File: src/rtl/dau_defines.vh
// Constants for the converter update and digital port block.
// Assumes a 32-bit Avalon-MM slave with byte addresses.
`ifndef DAU_DEFINES_VH
`define DAU_DEFINES_VH

// ----------------------------------------
// Widths
// ----------------------------------------
`define DAU_AW        5
`define DAU_DW        32
`define DAU_CODE_W    12
`define DAU_CODE_MSB  11
`define DAU_DIO_W     8

// ----------------------------------------
// Register byte offsets
// ----------------------------------------
`define DAU_OFF_CODE0 5'h00
`define DAU_OFF_CODE1 5'h04
`define DAU_OFF_CTRL  5'h08
`define DAU_OFF_DOUT  5'h0C
`define DAU_OFF_DIN   5'h10
`define DAU_OFF_STAT  5'h14

// ----------------------------------------
// Control register fields
// ----------------------------------------
`define DAU_CTL_TMR   0
`define DAU_CTL_TRG   1
`define DAU_CTL_PA    2
`define DAU_CTL_PB    3
`define DAU_CTL_W     4

// ----------------------------------------
// Status register fields
// ----------------------------------------
`define DAU_ST_PEND0  0
`define DAU_ST_PEND1  1
`define DAU_ST_UNI    2
`define DAU_ST_TWOS   3

// ----------------------------------------
// Reset values
// ----------------------------------------
`define DAU_RST_CODE  12'h000
`define DAU_RST_CTRL  4'h0
`define DAU_RST_DIO   8'h00
`define DAU_RST_UNI   1'b0
`define DAU_RST_TWOS  1'b1

`endif

File: src/rtl/dau_top.v
// Converter update control and eight-line digital port.
// Assumes an Avalon-MM master on core_clk and pin inputs that are
// already synchronous to core_clk.
//
// Functional notes
// RQ1 - Hold one 12-bit code per channel
// RQ2 - Channel zero write touches channel zero only
// RQ3 - Channel one write touches channel one only
// RQ4 - Three update moments chosen by two bits
// RQ5 - Trigger bus mode applies on low pulse
// RQ6 - Timer mode applies on counter-two low pulse
// RQ7 - Neither bit set: apply on write
// RQ8 - Unipolar code is straight binary 0..4095
// RQ9 - Bipolar binary: 0800 is zero output
// RQ10 - Two's complement: F800..07FF signed codes
// RQ11 - Coding fixed by straps, default bipolar twos
// RQ12 - Port A driven from output bits when enabled
// RQ13 - Port B driven from output bits when enabled
// RQ14 - One write updates both port patterns
// RQ15 - Outside drives lines only while disabled
// RQ16 - Input register reads all eight lines
// RQ17 - Enabled ports read back own drive
// RQ18 - Bits 3..0 port A, 7..4 port B
// RQ19 - Code taken from write bits 11..0
`timescale 1ns/1ps
`include "dau_defines.vh"

module dau_top (
  input  wire                   core_clk,
  input  wire                   rstn,
  input  wire [`DAU_AW-1:0]     avs_address,
  input  wire                   avs_read,
  input  wire                   avs_write,
  input  wire [`DAU_DW-1:0]     avs_writedata,
  output reg  [`DAU_DW-1:0]     avs_readdata,
  output reg                    avs_waitrequest,
  input  wire                   counter_two_output,
  input  wire                   system_trigger_bus,
  input  wire                   unipolar_strap,
  input  wire                   twos_comp_strap,
  output reg  [`DAU_CODE_W-1:0] analog_out_ch0_pin,
  output reg  [`DAU_CODE_W-1:0] analog_out_ch1_pin,
  input  wire [`DAU_DIO_W-1:0]  dio_in,
  output reg  [`DAU_DIO_W-1:0]  dio_out,
  output reg  [`DAU_DIO_W-1:0]  dio_oe
);

  // ----------------------------------------
  // Helpers
  // ----------------------------------------

  // Address match used by both bus paths
  function hit;
    input [`DAU_AW-1:0] a;
    input [`DAU_AW-1:0] off;
    begin
      hit = (a == off);
    end
  endfunction

  // Map a held code onto the converter input word
  function [`DAU_CODE_W-1:0] to_dac;
    input [`DAU_CODE_W-1:0] c;
    input                   twos;
    begin
      // Signed codes flip the sign to offset binary
      if (twos) begin
        to_dac = {~c[`DAU_CODE_MSB], c[`DAU_CODE_MSB-1:0]};
      end else begin
        to_dac = c;
      end
    end
  endfunction

  // ----------------------------------------
  // Storage
  // ----------------------------------------
  reg [`DAU_CODE_W-1:0] code0_r;      // Held channel zero code
  reg [`DAU_CODE_W-1:0] code1_r;      // Held channel one code
  reg [`DAU_CTL_W-1:0]  ctrl_r;       // Update and drive enables
  reg [`DAU_DIO_W-1:0]  dout_r;       // Digital output pattern
  reg [`DAU_DIO_W-1:0]  din_r;        // Sampled line levels
  reg                   pend0_r;      // Channel zero awaits update
  reg                   pend1_r;      // Channel one awaits update
  reg                   uni_r;        // Unipolar configuration
  reg                   twos_r;       // Two's complement coding
  reg                   strap_done_r; // Straps already caught
  reg                   tmr_prev_r;   // Last counter-two level
  reg                   trg_prev_r;   // Last trigger bus level
  reg                   pend0_nxt;    // Next pending flags
  reg                   pend1_nxt;
  reg [`DAU_DW-1:0]     rdata_nxt;    // Read mux result

  // ----------------------------------------
  // Bus decode
  // ----------------------------------------

  // Access completes on the edge where waitrequest is low
  wire acc_go  = (avs_read | avs_write) & ~avs_waitrequest;
  wire wr_go   = avs_write & ~avs_waitrequest;
  wire wr_c0   = wr_go & hit(avs_address, `DAU_OFF_CODE0);
  wire wr_c1   = wr_go & hit(avs_address, `DAU_OFF_CODE1);
  wire wr_ctl  = wr_go & hit(avs_address, `DAU_OFF_CTRL);
  wire wr_dout = wr_go & hit(avs_address, `DAU_OFF_DOUT);

  // Update mode selection, trigger bus takes priority
  wire mode_trg = ctrl_r[`DAU_CTL_TRG];
  wire mode_tmr = ctrl_r[`DAU_CTL_TMR] & ~mode_trg;
  wire mode_imm = ~ctrl_r[`DAU_CTL_TRG] & ~ctrl_r[`DAU_CTL_TMR];

  // Falling edges mark the start of an active-low pulse
  wire tmr_fall = tmr_prev_r & ~counter_two_output;
  wire trg_fall = trg_prev_r & ~system_trigger_bus;
  wire upd_ev   = (mode_trg & trg_fall) | (mode_tmr & tmr_fall); // RQ5 RQ6

  // Held code shown as a sign-extended word in signed coding
  wire [`DAU_DW-1:0] code0_rd = (twos_r & ~uni_r) ?
    {{(`DAU_DW-`DAU_CODE_W){code0_r[`DAU_CODE_MSB]}}, code0_r} :
    {{(`DAU_DW-`DAU_CODE_W){1'b0}}, code0_r};
  wire [`DAU_DW-1:0] code1_rd = (twos_r & ~uni_r) ?
    {{(`DAU_DW-`DAU_CODE_W){code1_r[`DAU_CODE_MSB]}}, code1_r} :
    {{(`DAU_DW-`DAU_CODE_W){1'b0}}, code1_r};

  // ----------------------------------------
  // Bus handshake
  // ----------------------------------------

  // Waitrequest drops one cycle after a request, rises after it
  always @(posedge core_clk or negedge rstn) begin
    if (!rstn) begin
      avs_waitrequest <= 1'b1;
      avs_readdata    <= {`DAU_DW{1'b0}};
    end else if (acc_go) begin
      // Access taken now, next request waits again
      avs_waitrequest <= 1'b1;
    end else if (avs_read | avs_write) begin
      // Answer ready at the following edge
      avs_waitrequest <= 1'b0;
      avs_readdata    <= rdata_nxt;
    end
  end

  // Read mux, unmapped addresses read zero
  always @* begin
    rdata_nxt = {`DAU_DW{1'b0}};
    if (hit(avs_address, `DAU_OFF_CODE0)) begin
      rdata_nxt = code0_rd;
    end else if (hit(avs_address, `DAU_OFF_CODE1)) begin
      rdata_nxt = code1_rd;
    end else if (hit(avs_address, `DAU_OFF_CTRL)) begin
      rdata_nxt[`DAU_CTL_W-1:0] = ctrl_r;
    end else if (hit(avs_address, `DAU_OFF_DOUT)) begin
      rdata_nxt[`DAU_DIO_W-1:0] = dout_r;
    end else if (hit(avs_address, `DAU_OFF_DIN)) begin
      rdata_nxt[`DAU_DIO_W-1:0] = din_r; // RQ16 RQ17
    end else if (hit(avs_address, `DAU_OFF_STAT)) begin
      rdata_nxt[`DAU_ST_PEND0] = pend0_r;
      rdata_nxt[`DAU_ST_PEND1] = pend1_r;
      rdata_nxt[`DAU_ST_UNI]   = uni_r;
      rdata_nxt[`DAU_ST_TWOS]  = twos_r;
    end
  end

  // ----------------------------------------
  // Configuration straps
  // ----------------------------------------

  // Straps caught once on the first edge after reset release
  always @(posedge core_clk or negedge rstn) begin
    if (!rstn) begin
      uni_r        <= `DAU_RST_UNI;  // RQ11
      twos_r       <= `DAU_RST_TWOS; // RQ11
      strap_done_r <= 1'b0;
    end else if (!strap_done_r) begin
      uni_r        <= unipolar_strap;  // RQ11
      twos_r       <= twos_comp_strap; // RQ11
      strap_done_r <= 1'b1;
    end
  end

  // ----------------------------------------
  // Control and held codes
  // ----------------------------------------

  // Registers written by software
  always @(posedge core_clk or negedge rstn) begin
    if (!rstn) begin
      code0_r <= `DAU_RST_CODE;
      code1_r <= `DAU_RST_CODE;
      ctrl_r  <= `DAU_RST_CTRL;
      dout_r  <= `DAU_RST_DIO;
    end else begin
      // Low twelve bits form the code
      if (wr_c0) begin
        code0_r <= avs_writedata[`DAU_CODE_MSB:0]; // RQ1 RQ19
      end
      if (wr_c1) begin
        code1_r <= avs_writedata[`DAU_CODE_MSB:0]; // RQ1 RQ19
      end
      // Two update bits and two drive enables
      if (wr_ctl) begin
        ctrl_r <= avs_writedata[`DAU_CTL_W-1:0]; // RQ4
      end
      // Both port patterns from one write
      if (wr_dout) begin
        dout_r <= avs_writedata[`DAU_DIO_W-1:0]; // RQ14
      end
    end
  end

  // ----------------------------------------
  // Update pulses
  // ----------------------------------------

  // Previous levels for pulse edge detection, idle high
  always @(posedge core_clk or negedge rstn) begin
    if (!rstn) begin
      tmr_prev_r <= 1'b1;
      trg_prev_r <= 1'b1;
    end else begin
      tmr_prev_r <= counter_two_output;
      trg_prev_r <= system_trigger_bus;
    end
  end

  // Pending flags, a write in the pulse cycle stays pending
  always @* begin
    pend0_nxt = pend0_r;
    pend1_nxt = pend1_r;
    if (upd_ev) begin
      pend0_nxt = 1'b0;
      pend1_nxt = 1'b0;
    end
    if (mode_imm) begin
      // Immediate mode never leaves a code waiting
      pend0_nxt = 1'b0;
      pend1_nxt = 1'b0;
    end else begin
      // Set wins over the clear
      if (wr_c0) begin
        pend0_nxt = 1'b1;
      end
      if (wr_c1) begin
        pend1_nxt = 1'b1;
      end
    end
  end

  // ----------------------------------------
  // Converter outputs
  // ----------------------------------------

  // Converter words follow held codes at the chosen moment
  always @(posedge core_clk or negedge rstn) begin
    if (!rstn) begin
      analog_out_ch0_pin <= `DAU_RST_CODE;
      analog_out_ch1_pin <= `DAU_RST_CODE;
      pend0_r            <= 1'b0;
      pend1_r            <= 1'b0;
    end else begin
      pend0_r <= pend0_nxt;
      pend1_r <= pend1_nxt;
      if (mode_imm) begin
        // Direct pass on the write itself
        if (wr_c0) begin
          analog_out_ch0_pin <= to_dac(avs_writedata[`DAU_CODE_MSB:0],
                                       twos_r & ~uni_r); // RQ7 RQ2
        end
        if (wr_c1) begin
          analog_out_ch1_pin <= to_dac(avs_writedata[`DAU_CODE_MSB:0],
                                       twos_r & ~uni_r); // RQ7 RQ3
        end
      end else if (upd_ev) begin
        // Pulse applies codes held before this edge
        if (pend0_r) begin
          analog_out_ch0_pin <= to_dac(code0_r, twos_r & ~uni_r); // RQ8 RQ9 RQ10
        end
        if (pend1_r) begin
          analog_out_ch1_pin <= to_dac(code1_r, twos_r & ~uni_r); // RQ8 RQ9 RQ10
        end
      end
    end
  end

  // ----------------------------------------
  // Digital lines
  // ----------------------------------------

  // Line levels sampled every cycle, whoever drives them
  always @(posedge core_clk or negedge rstn) begin
    if (!rstn) begin
      din_r <= `DAU_RST_DIO;
    end else begin
      din_r <= dio_in; // RQ16
    end
  end

  // Per-line enable, low nibble port A, high nibble port B
  wire [`DAU_DIO_W-1:0] line_en; // Enable wanted for each line
  genvar gi;
  generate
    for (gi = 0; gi < `DAU_DIO_W; gi = gi + 1) begin : g_line
      // Port select from line position
      assign line_en[gi] = (gi < (`DAU_DIO_W / 2)) ? ctrl_r[`DAU_CTL_PA] :
                                                     ctrl_r[`DAU_CTL_PB]; // RQ18
    end
  endgenerate

  // One register stage for all lines, a released line is left to outside
  always @(posedge core_clk or negedge rstn) begin
    if (!rstn) begin
      dio_out <= `DAU_RST_DIO;
      dio_oe  <= `DAU_RST_DIO;
    end else begin
      dio_out <= dout_r;  // RQ12 RQ13
      dio_oe  <= line_en; // RQ12 RQ13
    end
  end

endmodule

File: config.mk
export PLATFORM = sky130hd
export DESIGN_NAME = dau_top
export DESIGN_NICKNAME = d
export VERILOG_FILES = /design/src/rtl/dau_top.v
export VERILOG_INCLUDE_DIRS = /design/src /design/src/rtl
export SDC_FILE = /design/constraint.sdc
export NUM_CORES = 1
export LEC_CHECK = 0
export ABC_AREA = 1
export ABC_CLOCK_PERIOD_IN_PS = 4450
export BUFFER_PORTS_ARGS = -buffer_cell sky130_fd_sc_hd__buf_2
export CAP_MARGIN = 5
export CORE_MARGIN = 2
export CORE_UTILIZATION = 46
export DETAILED_ROUTE_END_ITERATION = 12
export PLACE_DENSITY = 0.71
export SLEW_MARGIN = 20
export SYNTH_ARGS = -nofsm -noshare
export SYNTH_HDL_FRONTEND = slang
export SYNTH_SLANG_ARGS = --single-unit
File: constraint.sdc
create_clock -name core_clk -period 4.45 [get_ports core_clk]
set_clock_uncertainty 0.1 [all_clocks]
set_input_delay 0.89 -clock core_clk [delete_from_list [all_inputs] [get_ports core_clk]]
set_output_delay 0.89 -clock core_clk [all_outputs]
set_load 0.005 [all_outputs]
==> impl_metrics.ini <==
[timing]
finalSetupViolCount = 0
setup_ws_ns = 1.978
relSlewSlack_pct = 42.22
hold_viol_final = 0
final_max_slew_viol_count = 0
fin_crit_sh_pct = 55.54
worstMarginPinSlew_ns = 0.8667
rsz0062_at_grt = false
finalCriticalPeriod_ns = 2.472
fin_setup_tns_ns = 0
fmax_ghz = 0.4046

[clock_network]
ctsHoldBuffers = 0
clock_sinks = 99
clock_latency_ns = 0.37
cts_buffers = 9
cts.htree.levels = 3
root_buffer = clkbuf_8
cts_tree = done
cts_setup_buffers = 0
cts_resized = 0
clkSlewWorstSetupHoldPaths_ns = 0.09
clock_path_buffers = 2

[routing]
first_pass_iters = 5
highest_layer = met4
drcViolationCount = 0
num_vias = 3737
first_iter_violations = 254
wl_met1_microns = 5117
wl_met2_microns = 4765
wirelength_microns = 10690
drtAntennaViolNets = 0
avgRoutedWirePerCell_microns = 14.41
vias_per_cell = 5.036
wl_met3_microns = 633

[yosys]
netlist_area_sq_um = 4606
synth_cells = 534
ys_types = 29
synth-simple-area-share_pct = 25.21
synth-compound-area-share_pct = 9.671
synth.top_cells.by_area = dfrtp_1 (52%), nand2_1 (14%), buf_4 (4.7%), o21ai_0 (4.5%), nand3_1 (2.9%)
synth_xor_area_share_pct = 0
synthMuxAreaShare_pct = 0.2445
synth_nets = 589
syn_area_per_cell_sq_um = 8.625
synth_edf_count = 0
postSynth.asyncResetShare_pct = 100.0
yosysTopAreaCell = dfrtp_1
ys_ff_latch = 99
yosys_warnings = 0
synthAdderAreaFrac_pct = 0.5433
yosysSeqAreaShare_pct = 53.90
dominantRegCellSynth = dfrtp_1
yosysTopAreaCellShare_pct = 51.62
synth_top_family_by_area = simple AND/OR/NAND/NOR gates

[power_and_ir_drop]
p_total_w = 0.002260
ir_drop_mv = 0.1846
power_density_nw_per_um2 = 431.9
p_leak_nw = 2.862

[finish]
nets = 659
multi_input_area_sq_um = 1647
diodes = 0
ff_latch_area_sq_um = 2482
drive_gt1_share_pct = 25.45
syn_to_final_growth_pct = 13.61
n_fill_cell = 935

[setup_path]
critPathArrivalTime_ns = 2.68
crit_start = avs_address[1]
critPathBufInv = 1
cpLargestDelayFamily = simple AND/OR/NAND/NOR gates
path_cells = buf_2 -> nor2_4 -> nand2_2 -> nor2_4 -> nand3_2 -> nand2_1 -> nand2_1 -> nand2_1
crit_path_frequent_cell = nand2_1
cp_slowest_stage_delay_ns = 0.44
r2r_start = ctrl_r[1]$_DFFE_PN0P_
cp-start-kind = input pin
crit_path_end_kind = flop
cp_max_fo = 22
worstSetupPathType = input pin to flop
timing.critical_path.required_ns = 4.66
crit_slowest_cell = nor2_4

[placed_design]
hpwl_microns = 7726
place.gp.congestion = 0.8648
io_buffers = 105
dpl_worst_slack_ns = 1.609

[die]
row_count = 36
dieWidth_microns = 104.1
ios = 126
fp.coreArea_sq_um = 9729
die-area_sq_um = 10830
start_util_pct = 47.34
die_height_microns = 104.1

[worst_hold_path]
hp-start = dout_r[1]$_DFFE_PN0P_
hold_class = flop to flop

[global_routing]
grt_max_degree = 71
overflow = 0
grt_antenna_before_repair = 0
grt.total_usage_pct = 20.85
grt_pass1_wl_microns = 18060
grt_pass1_vias = 3504

[run]
maxCapViolCount = 0

[status]
status = complete, no violations
cells by family after synthesis:
group / count (synthesis)
compound gates: 83
simple gates: 261
flops: 99
other cells: 1
buf+inv: 87
fa+ha+maj: 2
mux: 1
final cells by class:
class	instances	share of cell area [%]
sequential	99	47.44
multi-input combinational	348	31.47
timing repair buffer	108	10.52
tap	133	3.180
clock buffer	12	2.774
inverter	38	2.750
clock inverter	4	1.865
path summary, 6_finish.rpt:
path / slack [ns] / end / cells past startpoint
max reg2reg: 2.23 / analog_out_ch1_pin[8]$_DFFE_PN0P_ / 8
min in group asynchronous: 0.52 / analog_out_ch0_pin[0]$_DFFE_PN0P_ / 1
min: 0.31 / dio_out[1]$_DFF_PN0_ / 0
min reg2reg: 0.31 / dio_out[1]$_DFF_PN0_ / 0
max in group asynchronous: 2.79 / tmr_prev_r$_DFF_PN1_ / 2
max: 1.98 / analog_out_ch1_pin[8]$_DFFE_PN0P_ / 8
Yosys cell counts, types with 4 or more instances:
cell type  count
buf_6          4
dfstp_2        4
dfrtp_1       95
nand2_2        4
nor2_1        27
nand4_1       20
o21ai_2        8
buf_2          8
nand3_1       27
nand2_1      170
o21ai_0       41
a21oi_1       21
inv_1         34
buf_4         29
o21ai_1       13
clkbuf_1       7
per-layer routing:
metal	GRT usage, %	vias up
met2	31.39	115
met3	3.634	15
met5	0	-
met4	7.722	0
met1	30.30	1771
li1	-	1836
power by group:
part,switching [W],internal [W],total (W)
sequential,0.000105,0.00103,0.00113
combinational,0.000254,0.000185,0.000438
clock,0.000297,0.000389,0.000687
total,0.000656,0.00160,0.00226
worst reg2reg max path, delay by kind of cell (launching register included):
family / cells / cell delay, ns
buffers and inverters: 1 / 0.18
flip-flops: 1 / 0.75
AND/OR/NAND/NOR: 7 / 1.14
per-stage QoR:
stage / std cells / cell area [sq um] / hold slack, ns / util (%)
floorplan: 534 / 4606 / 0.2741 / -
global placement: 726 / 4990 / 0.2952 / 51.29
detailed placement: 726 / 4990 / 0.2875 / 51.29
CTS: 742 / 5233 / 0.3135 / 53.78
global route: 742 / 5233 / 0.3219 / 53.78
finish: 742 / 5233 / 0.3095 / 53.78
flip-flops by register name (all words and copies together), names as in the netlist:
name,count
analog_out_ch1_pin,12
dio_oe,2
dio_out,8
analog_out_ch0_pin,12
tmr_prev_r,1
avs_readdata,13
code1_r,12
uni_r,1
strap_done_r,1
avs_waitrequest,1
twos_r,1
trg_prev_r,1
din_r,8
dout_r,8
ctrl_r,4
pend1_r,1
code0_r,12
pend0_r,1
cell usage in the layout (no fill, tap or decap), drive strengths merged:
master and instances:
o21ai 62, a21oi 21, nor2 33, nand4 21, bufinv 3, nand2 175, inv 37, clkinv 1
conb 1, clkbuf 12, nand3 31, dfstp 4, dfrtp 95, clkinvlp 1, buf 108, mux2 1
ha 2, nor3 1
Power figures use the tool's default switching activity.
